**src/verilog/lps_consts.svh**
```systemverilog
/*
 * Named constants of the protection sequencer: timing, register map and fields.
 * Assumes inclusion by bare name from the design files; definitions only.
 */
`ifndef LPS_CONSTS_SVH
`define LPS_CONSTS_SVH

// ----------------------------------------------------------------------------
// Timing
// ----------------------------------------------------------------------------
`define LPS_CLK_MHZ 40
`define LPS_OVP_BLANK_NS 2000
`define LPS_OVP_WIN_NS 500
// Blanking is a least time: round up; window is a longest time: round down
`define LPS_OVP_BLANK_CYC ((`LPS_OVP_BLANK_NS * `LPS_CLK_MHZ + 999) / 1000)
`define LPS_OVP_WIN_CYC ((`LPS_OVP_WIN_NS * `LPS_CLK_MHZ) / 1000)
`define LPS_OVP_TRIPS 4

// ----------------------------------------------------------------------------
// Register map (byte addresses)
// ----------------------------------------------------------------------------
`define LPS_ADDR_CTRL 12'h000
`define LPS_ADDR_STATUS 12'h004
`define LPS_ADDR_EVENT 12'h008

// Control fields and reset value
`define LPS_CTRL_OVP_EN 0
`define LPS_CTRL_HOLD 1
`define LPS_CTRL_RST 2'h1

// Status fields
`define LPS_STAT_STATE_LSB 0
`define LPS_STAT_CNT_LSB 8
`define LPS_STAT_HV 12

// Sticky event bits
`define LPS_EV_LATCH 0
`define LPS_EV_OVP 1
`define LPS_EV_OVL 2
`define LPS_EV_AUTO 3
`define LPS_EV_W 4

`endif

```
**src/verilog/lps_pkg.sv**
```systemverilog
/*
 * Types of the protection sequencer.
 * Assumes nothing of its surroundings.
 */
package lps_pkg;

  // --------------------------------------------------------------------------
  // Sequencer states, one-hot
  // --------------------------------------------------------------------------
  typedef enum logic [7:0] {
    ST_OFF     = 8'h01,
    ST_SOFT    = 8'h02,
    ST_RUN     = 8'h04,
    ST_OVL     = 8'h08,
    ST_AUTO    = 8'h10,
    ST_OVP     = 8'h20,
    ST_LATCH   = 8'h40,
    ST_RELEASE = 8'h80
  } lps_state_e;

endpackage

```
**src/verilog/lps_ovp_window.sv**
```systemverilog
/*
 * Overvoltage window sampler: opens a short window after each switch turn-off
 * and counts consecutive switching cycles in which the comparator tripped.
 * Assumes the gate and comparator inputs are synchronous to sys_clk_i.
 */
`timescale 1ns/1ps
`include "lps_consts.svh"

module lps_ovp_window #(
  parameter int TMR_W = 8,
  parameter int CNT_W = 3
) (
  input wire logic sys_clk_i,
  input wire logic reset_n_i,
  input wire logic ce_i,
  input wire logic enable_i,
  input wire logic gate_i,
  input wire logic ovp_cmp_i,
  output logic [CNT_W-1:0] count_o,
  output logic trip_o
);

  localparam logic [TMR_W-1:0] BLANK = TMR_W'(`LPS_OVP_BLANK_CYC);
  localparam logic [TMR_W-1:0] WEND = TMR_W'(`LPS_OVP_BLANK_CYC + `LPS_OVP_WIN_CYC);
  localparam logic [CNT_W-1:0] TRIPS = CNT_W'(`LPS_OVP_TRIPS);

  logic gate_q;
  logic run_q;
  logic hit_q;
  logic [TMR_W-1:0] tmr_q;
  logic [CNT_W-1:0] cnt_q;

  // ----------------------------------------------------------------------------
  // Window decode
  // ----------------------------------------------------------------------------
  wire turn_off = gate_q && !gate_i;
  wire window = run_q && !gate_i && (tmr_q >= BLANK) && (tmr_q < WEND);
  wire close = window && (tmr_q == WEND - TMR_W'(1));
  wire hit = hit_q || (window && ovp_cmp_i);
  wire [CNT_W-1:0] cnt_next = (cnt_q == TRIPS) ? cnt_q : cnt_q + CNT_W'(1);

  // Off-time timer and in-window trip memory
  always_ff @(posedge sys_clk_i or negedge reset_n_i) begin
    if (!reset_n_i) begin
      gate_q <= 1'b0;
      run_q <= 1'b0;
      hit_q <= 1'b0;
      tmr_q <= '0;
    end else if (ce_i) begin
      gate_q <= gate_i;
      run_q <= turn_off || (run_q && !gate_i && (tmr_q < WEND));
      tmr_q <= turn_off ? '0 : (run_q ? tmr_q + TMR_W'(1) : tmr_q);
      hit_q <= !turn_off && hit;
    end
  end

  // Consecutive trip counter, cleared by a clean cycle
  always_ff @(posedge sys_clk_i or negedge reset_n_i) begin
    if (!reset_n_i) begin
      cnt_q <= '0;
    end else if (ce_i) begin
      if (!enable_i) begin
        cnt_q <= '0;
      end else if (close) begin
        cnt_q <= hit ? cnt_next : '0;
      end
    end
  end

  assign count_o = cnt_q;
  assign trip_o = enable_i && (cnt_q == TRIPS);

  // ----------------------------------------------------------------------------
  // Checks
  // ----------------------------------------------------------------------------
  a_window_place: assert property (
    @(posedge sys_clk_i) disable iff (!reset_n_i)
    window |-> (tmr_q >= BLANK) && (tmr_q < WEND) && !gate_i
  ) else $error("overvoltage window outside its slot");

  a_count_clear: assert property (
    @(posedge sys_clk_i) disable iff (!reset_n_i)
    ce_i && close && !hit |=> cnt_q == '0
  ) else $error("trip counter not cleared by clean cycle");

  a_trip_fourth: assert property (
    @(posedge sys_clk_i) disable iff (!reset_n_i)
    ce_i && enable_i && close && hit && (cnt_q == TRIPS - CNT_W'(1)) ##1 enable_i |-> trip_o
  ) else $error("fourth consecutive trip did not stop");

  a_window_open: assert property (
    @(posedge sys_clk_i) disable iff (!reset_n_i)
    ce_i && turn_off ##1 (ce_i && !gate_i) [*8] |-> !window
  ) else $error("window opened during blanking");

  c_ovp_trip: cover property (@(posedge sys_clk_i) disable iff (!reset_n_i) $rose(trip_o));

endmodule // lps_ovp_window

```
**src/verilog/lps_protect_top.sv**
```systemverilog
/*
 * Protection sequencer: latched disable, soft-start with delayed overload
 * shutdown, overvoltage shutdown, and an APB register slave.
 * Assumes comparator decisions arrive as synchronous bits on sys_clk_i and
 * that the analog side turns the control outputs into currents and switches.
 */
// Implementation choices: the placing of the registers and the APB interface to the registers.
// Notes on behaviour
// - Disable comparator high latches device off immediately
// - Latch clears only on supply undervoltage
// - Latched: start-up generator cycles supply hysteresis
// - Mains low while latched: generator off until restart
// - Start-up charges soft-start with first current
// - Control monitors disabled until soft-start at 2 V
// - Control saturation: drop clamp, quarter charge current
// - 5 V auto-disables; 5 V plus 2 Vbe latches
// - Overload gone: stop second current, back to clamp
// - Gate stop never relies on grounded soft-start
// - Off-time aux sense above 5 V shuts down
// - Overvoltage sources feedforward current; high feedforward latches
// - No feedforward latch: restart below 5 V supply
// - Overvoltage sampled in window after turn-off
// - Stop after four consecutive overvoltage trips
// - Clean cycle clears overvoltage trip counter
// - Mains low while latched: latch holds until supply falls below restart
`timescale 1ns/1ps
`include "lps_consts.svh"

module lps_protect_top #(
  parameter int ADDR_W = 12,
  parameter int CNT_W = 3
) (
  input wire logic sys_clk_i,
  input wire logic reset_n_i,
  input wire logic ce_i,
  // APB slave
  input wire logic psel_i,
  input wire logic penable_i,
  input wire logic pwrite_i,
  input wire logic [ADDR_W-1:0] paddr_i,
  input wire logic [31:0] pwdata_i,
  output logic [31:0] prdata_o,
  output logic pready_o,
  output logic pslverr_o,
  // Comparator decisions
  input wire logic shutdown_latch_input_i,
  input wire logic vcc_uvlo_i,
  input wire logic vcc_above_startup_i,
  input wire logic vcc_below_hyst_i,
  input wire logic vcc_below_restart_i,
  input wire logic vcc_below_5v_i,
  input wire logic mains_ok_sense_low_i,
  input wire logic ss_at_clamp_i,
  input wire logic ss_at_5v_i,
  input wire logic ss_at_latch_i,
  input wire logic comp_saturated_i,
  input wire logic aux_winding_sense_ovp_i,
  input wire logic feedforward_pin_at_latch_i,
  input wire logic pwm_gate_i,
  // Control outputs
  output logic gate_drv_o,
  output logic softstart_charge_current_o,
  output logic ss_clamp_en_o,
  output logic overload_charge_current_o,
  output logic ss_discharge_o,
  output logic hv_gen_on_o,
  output logic feedforward_pin_source_o,
  output logic low_power_o,
  output logic comp_monitor_en_o,
  output logic latched_o
);

  // ----------------------------------------------------------------------------
  // Comparator sampling
  // ----------------------------------------------------------------------------
  localparam int NCMP = 14;

  logic [NCMP-1:0] cmp_q;

  // One clocked sample of every analog decision
  always_ff @(posedge sys_clk_i or negedge reset_n_i) begin
    if (!reset_n_i) begin
      cmp_q <= '0;
    end else if (ce_i) begin
      cmp_q <= {shutdown_latch_input_i, vcc_uvlo_i, vcc_above_startup_i,
                vcc_below_hyst_i, vcc_below_restart_i, vcc_below_5v_i,
                mains_ok_sense_low_i, ss_at_clamp_i, ss_at_5v_i, ss_at_latch_i,
                comp_saturated_i, aux_winding_sense_ovp_i,
                feedforward_pin_at_latch_i, pwm_gate_i};
    end
  end

  wire dis_c = cmp_q[13];
  wire uvlo_c = cmp_q[12];
  wire vcc_on_c = cmp_q[11];
  wire vcc_hyst_c = cmp_q[10];
  wire vcc_restart_c = cmp_q[9];
  wire vcc_5v_c = cmp_q[8];
  wire mains_low_c = cmp_q[7];
  wire ss_clamp_c = cmp_q[6];
  wire ss_5v_c = cmp_q[5];
  wire ss_latch_c = cmp_q[4];
  wire comp_sat_c = cmp_q[3];
  wire ovp_cmp_c = cmp_q[2];
  wire ff_latch_c = cmp_q[1];
  wire pwm_c = cmp_q[0];

  // ----------------------------------------------------------------------------
  // Registers and state
  // ----------------------------------------------------------------------------
  lps_pkg::lps_state_e state_q;
  lps_pkg::lps_state_e state_d;
  logic [1:0] ctrl_q;
  logic [`LPS_EV_W-1:0] ev_q;
  logic hv_on_q;
  logic gate_q;
  logic rd_arm_q;
  logic [31:0] prdata_q;
  logic [CNT_W-1:0] ovp_count;
  logic ovp_trip;

  wire ovp_en = ctrl_q[`LPS_CTRL_OVP_EN];
  wire sw_hold = ctrl_q[`LPS_CTRL_HOLD];
  wire st_off = (state_q == lps_pkg::ST_OFF);
  wire st_soft = (state_q == lps_pkg::ST_SOFT);
  wire st_run = (state_q == lps_pkg::ST_RUN);
  wire st_ovl = (state_q == lps_pkg::ST_OVL);
  wire st_auto = (state_q == lps_pkg::ST_AUTO);
  wire st_ovp = (state_q == lps_pkg::ST_OVP);
  wire st_latch = (state_q == lps_pkg::ST_LATCH);
  wire st_rel = (state_q == lps_pkg::ST_RELEASE);
  wire switching = st_soft || st_run || st_ovl;

  // ----------------------------------------------------------------------------
  // Overvoltage window and counter
  // ----------------------------------------------------------------------------
  lps_ovp_window #(
    .TMR_W(8),
    .CNT_W(CNT_W)
  ) u_ovp (
    .sys_clk_i(sys_clk_i),
    .reset_n_i(reset_n_i),
    .ce_i(ce_i),
    .enable_i(ovp_en && switching),
    .gate_i(gate_q),
    .ovp_cmp_i(ovp_cmp_c),
    .count_o(ovp_count),
    .trip_o(ovp_trip)
  );

  // ----------------------------------------------------------------------------
  // Sequencer
  // ----------------------------------------------------------------------------
  // Next state: undervoltage first, then the disable latch, then per state
  always_comb begin
    state_d = state_q;
    if (uvlo_c) begin
      state_d = lps_pkg::ST_OFF;
    end else if (dis_c) begin
      state_d = lps_pkg::ST_LATCH;
    end else begin
      case (state_q)
        lps_pkg::ST_OFF: begin
          if (vcc_on_c && !sw_hold) begin
            state_d = lps_pkg::ST_SOFT;
          end
        end
        lps_pkg::ST_SOFT: begin
          if (ovp_trip) begin
            state_d = lps_pkg::ST_OVP;
          end else if (ss_clamp_c) begin
            state_d = lps_pkg::ST_RUN;
          end
        end
        lps_pkg::ST_RUN: begin
          if (ovp_trip) begin
            state_d = lps_pkg::ST_OVP;
          end else if (comp_sat_c) begin
            state_d = lps_pkg::ST_OVL;
          end
        end
        lps_pkg::ST_OVL: begin
          if (ovp_trip) begin
            state_d = lps_pkg::ST_OVP;
          end else if (ss_latch_c) begin
            state_d = lps_pkg::ST_LATCH;
          end else if (ss_5v_c) begin
            state_d = lps_pkg::ST_AUTO;
          end else if (!comp_sat_c) begin
            state_d = lps_pkg::ST_RUN;
          end
        end
        lps_pkg::ST_AUTO: begin
          if (ss_latch_c) begin
            state_d = lps_pkg::ST_LATCH;
          end
        end
        lps_pkg::ST_OVP: begin
          if (ff_latch_c) begin
            state_d = lps_pkg::ST_LATCH;
          end else if (vcc_5v_c) begin
            state_d = lps_pkg::ST_OFF;
          end
        end
        lps_pkg::ST_LATCH: begin
          if (mains_low_c) begin
            state_d = lps_pkg::ST_RELEASE;
          end
        end
        lps_pkg::ST_RELEASE: begin
          if (vcc_restart_c) begin
            state_d = lps_pkg::ST_OFF;
          end
        end
        default: begin
          state_d = lps_pkg::ST_OFF;
        end
      endcase
    end
  end

  // State, gate and latched-off supply hysteresis
  always_ff @(posedge sys_clk_i or negedge reset_n_i) begin
    if (!reset_n_i) begin
      state_q <= lps_pkg::ST_OFF;
      gate_q <= 1'b0;
      hv_on_q <= 1'b0;
    end else if (ce_i) begin
      state_q <= state_d;
      gate_q <= switching && pwm_c;
      hv_on_q <= st_latch && (vcc_hyst_c || (hv_on_q && !vcc_on_c));
    end
  end

  // ----------------------------------------------------------------------------
  // Control outputs decoded from state
  // ----------------------------------------------------------------------------
  assign gate_drv_o = gate_q;
  assign softstart_charge_current_o = st_soft || st_run;
  assign ss_clamp_en_o = st_soft || st_run;
  assign overload_charge_current_o = st_ovl || st_auto;
  assign ss_discharge_o = st_off;
  assign hv_gen_on_o = (st_off && !vcc_on_c) || (st_latch && hv_on_q);
  assign feedforward_pin_source_o = st_ovp;
  assign low_power_o = st_latch || st_rel || st_auto || st_ovp;
  assign comp_monitor_en_o = st_run || st_ovl;
  assign latched_o = st_latch || st_rel;

  // ----------------------------------------------------------------------------
  // APB slave
  // ----------------------------------------------------------------------------
  wire sel_ctrl = (paddr_i == `LPS_ADDR_CTRL);
  wire sel_stat = (paddr_i == `LPS_ADDR_STATUS);
  wire sel_ev = (paddr_i == `LPS_ADDR_EVENT);
  wire unmapped = !(sel_ctrl || sel_stat || sel_ev);
  wire access = psel_i && penable_i && pready_o;
  wire wr_en = access && pwrite_i && ce_i;
  wire [31:0] status_w = {19'h0, hv_gen_on_o, 1'b0, ovp_count, state_q};
  wire [31:0] rd_mux = sel_ctrl ? {30'h0, ctrl_q} :
                       sel_stat ? status_w :
                       sel_ev ? {28'h0, ev_q} : 32'h0;

  // Reads answer once the data has been captured at a live edge
  assign pready_o = ce_i && (pwrite_i || rd_arm_q);
  assign pslverr_o = pready_o && psel_i && penable_i && unmapped;
  assign prdata_o = prdata_q;

  // Read capture
  always_ff @(posedge sys_clk_i or negedge reset_n_i) begin
    if (!reset_n_i) begin
      rd_arm_q <= 1'b0;
      prdata_q <= 32'h0;
    end else if (ce_i) begin
      rd_arm_q <= psel_i && !pwrite_i && !access;
      prdata_q <= rd_mux;
    end
  end

  // Sticky events: set wins over a write-one clear
  wire [`LPS_EV_W-1:0] ev_set;
  assign ev_set[`LPS_EV_LATCH] = (state_d == lps_pkg::ST_LATCH) && !st_latch;
  assign ev_set[`LPS_EV_OVP] = (state_d == lps_pkg::ST_OVP) && !st_ovp;
  assign ev_set[`LPS_EV_OVL] = (state_d == lps_pkg::ST_OVL) && !st_ovl;
  assign ev_set[`LPS_EV_AUTO] = (state_d == lps_pkg::ST_AUTO) && !st_auto;
  wire [`LPS_EV_W-1:0] ev_clr = (wr_en && sel_ev) ? pwdata_i[`LPS_EV_W-1:0] : '0;

  // Control and event registers
  always_ff @(posedge sys_clk_i or negedge reset_n_i) begin
    if (!reset_n_i) begin
      ctrl_q <= `LPS_CTRL_RST;
      ev_q <= '0;
    end else if (ce_i) begin
      if (wr_en && sel_ctrl) begin
        ctrl_q <= pwdata_i[1:0];
      end
      ev_q <= (ev_q & ~ev_clr) | ev_set;
    end
  end

  // ----------------------------------------------------------------------------
  // Checks
  // ----------------------------------------------------------------------------
  a_disable_latch: assert property (
    @(posedge sys_clk_i) disable iff (!reset_n_i)
    ce_i && dis_c && !uvlo_c |=> st_latch && low_power_o
  ) else $error("disable comparator did not latch off");

  a_latch_hold: assert property (
    @(posedge sys_clk_i) disable iff (!reset_n_i)
    st_latch && !uvlo_c && !mains_low_c |=> st_latch
  ) else $error("latch left without undervoltage");

  a_hv_release: assert property (
    @(posedge sys_clk_i) disable iff (!reset_n_i)
    ce_i && st_latch && mains_low_c && !uvlo_c && !dis_c |=> !hv_gen_on_o throughout
      (st_rel [*2])
  ) else $error("generator on after mains low while latched");

  a_monitor_off: assert property (
    @(posedge sys_clk_i) disable iff (!reset_n_i)
    st_soft |-> !comp_monitor_en_o && ss_clamp_en_o && softstart_charge_current_o
  ) else $error("control monitors active during soft-start");

  a_ovl_entry: assert property (
    @(posedge sys_clk_i) disable iff (!reset_n_i)
    ce_i && st_run && comp_sat_c && !uvlo_c && !dis_c && !ovp_trip
      |=> overload_charge_current_o && !ss_clamp_en_o
  ) else $error("saturation did not start overload charge");

  a_auto_disable: assert property (
    @(posedge sys_clk_i) disable iff (!reset_n_i)
    ce_i && st_ovl && ss_5v_c && !ss_latch_c && !uvlo_c && !dis_c && !ovp_trip |=> st_auto
  ) else $error("5 V on soft-start did not disable");

  a_ovl_return: assert property (
    @(posedge sys_clk_i) disable iff (!reset_n_i)
    ce_i && st_ovl && !comp_sat_c && !ss_5v_c && !ss_latch_c && !uvlo_c && !dis_c && !ovp_trip
      |=> !overload_charge_current_o && ss_clamp_en_o
  ) else $error("overload end did not restore clamp");

  a_gate_stop: assert property (
    @(posedge sys_clk_i) disable iff (!reset_n_i)
    ce_i && !switching |=> !gate_drv_o
  ) else $error("gate active outside switching states");

  a_ovp_shutdown: assert property (
    @(posedge sys_clk_i) disable iff (!reset_n_i)
    ce_i && ovp_trip && st_run && !uvlo_c && !dis_c |=> feedforward_pin_source_o ##1 !gate_drv_o
  ) else $error("overvoltage did not shut down");

  a_ovp_restart: assert property (
    @(posedge sys_clk_i) disable iff (!reset_n_i)
    ce_i && st_ovp && vcc_5v_c && !ff_latch_c && !uvlo_c && !dis_c |=> st_off
  ) else $error("no restart after overvoltage below 5 V");

  c_latched: cover property (@(posedge sys_clk_i) disable iff (!reset_n_i) $rose(st_latch));
  c_auto: cover property (@(posedge sys_clk_i) disable iff (!reset_n_i) $rose(st_auto));
  c_ovl_back: cover property (@(posedge sys_clk_i) disable iff (!reset_n_i) st_ovl ##1 st_run);
  c_release: cover property (@(posedge sys_clk_i) disable iff (!reset_n_i) st_rel ##1 st_off);

endmodule // lps_protect_top

```
**config.mk**
```make
export PLATFORM = sky130hd
export DESIGN_NAME = lps_protect_top
export DESIGN_NICKNAME = d
export VERILOG_FILES = /design/src/verilog/lps_pkg.sv /design/src/verilog/lps_ovp_window.sv /design/src/verilog/lps_protect_top.sv
export VERILOG_INCLUDE_DIRS = /design/src /design/src/verilog
export SDC_FILE = /design/constraint.sdc
export NUM_CORES = 1
export LEC_CHECK = 0
export ABC_CLOCK_PERIOD_IN_PS = 4200
export BUFFER_PORTS_ARGS = -buffer_cell sky130_fd_sc_hd__buf_2
export CAP_MARGIN = 5
export CORE_UTILIZATION = 50
export CTS_CLUSTER_SIZE = 16
export DETAILED_ROUTE_END_ITERATION = 7
export PLACE_DENSITY = 0.85
export REMOVE_ABC_BUFFERS = 1
export SYNTH_ARGS = -nofsm -noshare
export SYNTH_HDL_FRONTEND = slang
export SYNTH_SLANG_ARGS = --single-unit
export TNS_END_PERCENT = 50
```
**constraint.sdc**
```tcl
create_clock -name sys_clk_i -period 4.2 [get_ports sys_clk_i]
set_clock_uncertainty 0.1 [all_clocks]
set_input_delay 0.21 -clock sys_clk_i [delete_from_list [all_inputs] [get_ports sys_clk_i]]
set_output_delay 0.21 -clock sys_clk_i [all_outputs]
set_load 0.05 [all_outputs]
```
-- After elaboration in Yosys (flattened, before gate mapping)
Index checks and enable logic that the tools add are counted.
- output and inout port bits: 44
- register bits after elaboration: 77
- input bits: 64
- word-level logic and storage cells: 127
- order comparisons: 2
- bitwise gates (word level): 3
- mux-type cells: 27
- reductions and logical operators: 62
- add/sub/neg operators: 2
- equality and inequality tests: 18
- operators with widths (operator ; number):
    $mux 8 ; 18
    $pmux 8 s8 ; 1
    $logic_and 1x1->1 ; 32
    $mux 13 ; 2
    $eq 8x7->1 const B ; 3
    $eq 8x4->1 const B ; 2
    $eq 8x5->1 const B ; 2
    $eq 8x6->1 const B ; 2
    $logic_or 1x1->1 ; 14
    $eq 12x3->1 const B ; 1
    $eq 12x4->1 const B ; 1
    $logic_not 12->1 ; 1
    $mux 3 ; 4
    $logic_not 1->1 ; 11
    $add 8x1->8 const B ; 1
    $eq 8x1->1 const B ; 1
    $eq 8x2->1 const B ; 1
    $eq 8x3->1 const B ; 1
    $eq 8x8->1 const B ; 1
    $ge 8x7->1 const B ; 1
    $lt 8x7->1 const B ; 1
    $mux 4 ; 2
    $and 4x4->4 ; 1
    $not 4->4 ; 1
    8 further kinds ; 9

-- Depth between registers and ports, before layout
- depth after elaboration: 12
- gate-level depth with buffers: 7
- gate-level depth less buffers: 7

-- By module
A second synthesis with hierarchy kept.
- cells, all modules: 374
- area, all modules: 3364.5 um^2
- modules (own cells, without submodules) (module ; cells each ; instances ; sequential area each (um^2) ; area each (um^2)):
    lps_protect_top ; 279 ; 1 ; 1078.5 ; 2522.4
    lps_ovp_window ; 95 ; 1 ; 350.3 ; 842.1

-- Worst setup path before layout
OpenSTA, ideal clock, no wires.
- kind: in2out
- start point: input port ce_i
- end point: output port pslverr_o
- arrival time: 3169 ps
- path slack: 721 ps
- path buffers: 2
- data required time: 3890 ps
- cell stages on the path: 4
- cell sequence: clkbuf_1 > inv_1 > clkbuf_1 > a2111oi_0
- word-level cells in the longest chain between the ends: 4
- RTL lines (what ; line ; text):
    from (decl) ; lps_protect_top.sv:35 ; input wire logic ce_i,
    $logic_and 1x1->1 ; lps_protect_top.sv:264 ; assign pready_o = ce_i && (pwrite_i || rd_arm_q);
    $logic_and 1x1->1 (3 in a row) ; lps_protect_top.sv:265 ; assign pslverr_o = pready_o && psel_i && penable_i && unmapped;
    to (decl) ; lps_protect_top.sv:44 ; output logic pslverr_o,
Every way passes these cells.

-- Worst setup path in the final report
- start point: register state_q[1]
- end point: output port hv_gen_on_o
- word-level cells in the longest chain between the ends: 3
- elaborated cells on any way between the ends: 5
- those cells by class: eq/ne: 2; reduce/logical: 3
- RTL lines (what ; line ; text):
    from (decl) ; lps_protect_top.sv:111 ; lps_pkg::lps_state_e state_q;
    from (signal assigned) ; lps_protect_top.sv:225 ; state_q <= lps_pkg::ST_OFF;
    from (signal assigned) ; lps_protect_top.sv:229 ; state_q <= state_d;
    $eq 8x1->1 or $eq 8x7->1 (tied branches) ; lps_protect_top.sv:124, lps_protect_top.sv:130 ;
    $logic_and 1x1->1 ; lps_protect_top.sv:243 ; assign hv_gen_on_o = (st_off && !vcc_on_c) || (st_latch && hv_on_q);
    $logic_or 1x1->1 * ; lps_protect_top.sv:243 ;
    to (decl) ; lps_protect_top.sv:66 ; output logic hv_gen_on_o,
Mark *: on every way between the ends. The rest lies on a longest branch, timed or not.

==> reports/metrics.csv <==
stage;metric;value;unit
outcome;status;completed;
final_layout;diodes;0;
cts;root_buffer;clkbuf_8;
power_and_ir_drop;switching_share;0.325;
power_and_ir_drop;vdd_drop_max;0.216;mV
final_layout;seqCellArea;0.00143;mm2
final_layout;drive_above_1_share;0.257;
sta;slew_viol_final;0;
placed_design;portBuffers;59;
drt;routed_wirelength;7640;um
cts;clock_latency;340;ps
yosys;ys_warn_count;0;
power_and_ir_drop;p_switching;0.500;mW
floorplan;initial_core_util;0.517;
sta;tightest_slew;1040;ps
worst_hold_path;hp-class;primary input to register;
final_layout;nets;475;
yosys;async_flop_share;1.00;
setup_path;critPathRequiredTime;3890;ps
power_and_ir_drop;p_clk_frac;0.350;
setup_path;arrival;2620;ps
yosys;synth_area_per_cell;9.60;um2
floorplan;core_area;0.00631;mm2
cts;cts.path.max_buffers;2;
drt;avgViaCountPerCell;5.82;
final_layout;area_growth_syn_to_layout;18.4;%
cts;post_cts_buffers;0;
power_and_ir_drop;p_int;1.04;mW
yosys;synth_edf_count;0;
global_route;grt_pass1_wl;12900;um
floorplan;die_w;82.8;um
global_route;grt_max_degree;58;
job;drv_cap;0;
power_and_ir_drop;p_comb_frac;0.214;
sta;period_share;0.697;
drt;route.detailed.drc;0;
yosys;synth-seq-cells;57;
power_and_ir_drop;p_leak;1.85;nW
drt;dr.pass1.iters;5;
global_route;grt_pass1_vias;2777;
sta;slew_headroom;0.303;
cts;cts_resized;0;
final_layout;fillerInstances;533;
global_route;grt_antenna_before_repair;0;
yosys;yosys_most_used_dff;dfrtp_1;
setup_path;start_kind;register;
cts;cts_sinks;57;
power_and_ir_drop;total_power;1.54;mW
final_layout;finalInstanceArea;0.00386;mm2
sta;max_freq;0.342;GHz
placed_design;place_area;0.00351;mm2
sta;rsz0062_at_grt;false;
setup_path;end_kind;output pin;
drt;vias;2845;
cts;numCtsBuffers;9;
final_layout;multiInputGateArea;0.00161;mm2
setup_path;crit_type;register to output pin;
final_layout;fin_util;0.612;
yosys;syn_inst;340;
cts;cts_tree;built;
global_route;grt_overflow_total;0;
floorplan;num_io_pins;108;
drt;wl_per_cell;15.6;um
sta;finalHoldViolations;0;
floorplan;die_h;82.8;um
floorplan;rows;29;
drt;drt_iter0_drc;252;
power_and_ir_drop;seqPwrFrac;0.436;
drt;ant_nets;0;
sta;setup_violations;0;
sta;setup-tns-final;0;ps
placed_design;place.gp.congestion;0.910;
cts;cts.clk_slew.worst_paths;60;ps
cts;cts_max_level;3;
yosys;synth.distinct_cells;56;
sta;fin_crit;2930;ps
floorplan;design.die.area;0.00686;mm2
global_route;grtUsageTotal;0.237;
power_and_ir_drop;power.density;398;mW/mm2
placed_design;dp_hpwl;5160;um
setup_path;cp_max_fo;14;
yosys;yosysSeqAreaShare;0.438;
yosys;netlist_area;0.00326;mm2
sta;finalHoldWorstSlack;13.3;ps
-- metal layers --
layer | part of all wire | vias to the layer above | track usage
met5 | 0 | - | 0
met4 | 0.024 | 0 | 0.121
met3 | 0.068 | 19 | 0.0557
met2 | 0.46 | 131 | 0.374
met1 | 0.44 | 1373 | 0.306
li1 | - | 1322 | -
-- sequential cells by signal, summed over array words and instances (netlist names) --
register,count
gate_drv_o,1
cmp_q,14
u_ovp.tmr_q,8
ev_q,4
u_ovp.count_o,3
u_ovp.hit_q,1
u_ovp.gate_q,1
state_q,8
rd_arm_q,1
hv_on_q,1
ctrl_q,2
prdata_o,12
u_ovp.run_q,1
-- logic make-up after synthesis --
family / count (synthesis) / share of synthesized area
buf+inv: 57 / 0.0920
simple gates: 119 / 0.196
mux: 19 / 0.0648
other cells: 1 / 0.00115
fa+ha+maj: 4 / 0.0153
flops: 57 / 0.438
compound gates: 74 / 0.169
xor+xnor: 9 / 0.0241
-- power groups by stage --
stage                     Sequential [mW]  Combinational (mW)  Clock, mW
after global placement              0.674               0.305          0
after global routing                0.679               0.362      0.574
after floorplan                     0.658               0.233          0
after CTS                           0.668               0.329      0.548
final                               0.671               0.330      0.539
after detailed placement            0.677               0.317          0
-- worst max-delay path, stage by stage, from the launching register on --
cell,delay [ps]
dfrtp_1,540
nor4_1,950
and3_1,310
o2bb2ai_1,160
buf_2,310
-- worst paths after layout --
kind	cells past startpoint	to	slack, ps	from
min reg2reg	1	hv_on_q$_DFFE_PN0P_	400	hv_on_q$_DFFE_PN0P_
max reg2reg	5	state_q[4]$_DFFE_PN0P_	1650	state_q[4]$_DFFE_PN0P_
min	2	cmp_q[8]$_DFFE_PN0P_	10	vcc_below_5v_i
min in group asynchronous	3	state_q[5]$_DFFE_PN0P_	430	reset_n_i
max	4	hv_gen_on_o	1270	state_q[1]$_DFFE_PN0P_
max in group asynchronous	3	u_ovp.count_o[0]$_DFFE_PN0P_	3060	reset_n_i
-- cell type report --
cell class / count / area share
multi-input combinational: 245 / 0.416
sequential: 57 / 0.370
timing repair buffer: 75 / 0.117
clock buffer: 14 / 0.0447
tap: 77 / 0.0249
inverter: 19 / 0.0185
clock inverter: 2 / 0.00972
-- metrics by stage --
step           setup slack (ps)  std cells
3_3_place_gp               1700        459
2_1_floorplan               859        321
4_1_cts                    1350        489
5_1_grt                    1190        489
6_report                   1270        489
3_5_place_dp               1680        459
-- cells in the mapped netlist (all sizes together) (8+ instances only) --
library cell | number | share of area
a21oi | 8 | 0.012
a22o | 10 | 0.027
buf | 25 | 0.055
clkbuf | 13 | 0.015
dfrtp | 55 | 0.42
inv | 19 | 0.022
mux2 | 17 | 0.059
nand2 | 22 | 0.025
nand3 | 14 | 0.021
nor2 | 25 | 0.029
o21ai | 12 | 0.018
-- cells in the final DEF, fill, tap and decap left out, types with 3 or more instances in the layout --
master and count:
mux2_2 17, nand4_1 3, inv_1 19, nand3_1 14
a2111oi_0 3, nor2_1 25, dlygate4sd3_1 14, nor2b_1 7
o22ai_1 6, nor3b_1 3, or4b_2 4, a22oi_1 3
dfrtp_1 55, nor4_1 7, nand2_1 22, nor3_1 7
xnor2_1 4, nand2b_1 7, o21ai_0 12, ha_1 4
conb_1 20, and3_1 7, buf_2 59, a211oi_1 4
a21o_1 4, o2bb2ai_1 5, clkbuf_8 12, xor2_1 5
a21oi_1 8, a22o_1 10
-- repair_timing --
item	CTS	global route
endpoints found under the hold margin	68	0
endpoints found under the setup margin	0	0
hold buffers	14	0
Power figures use the tool's default switching activity.
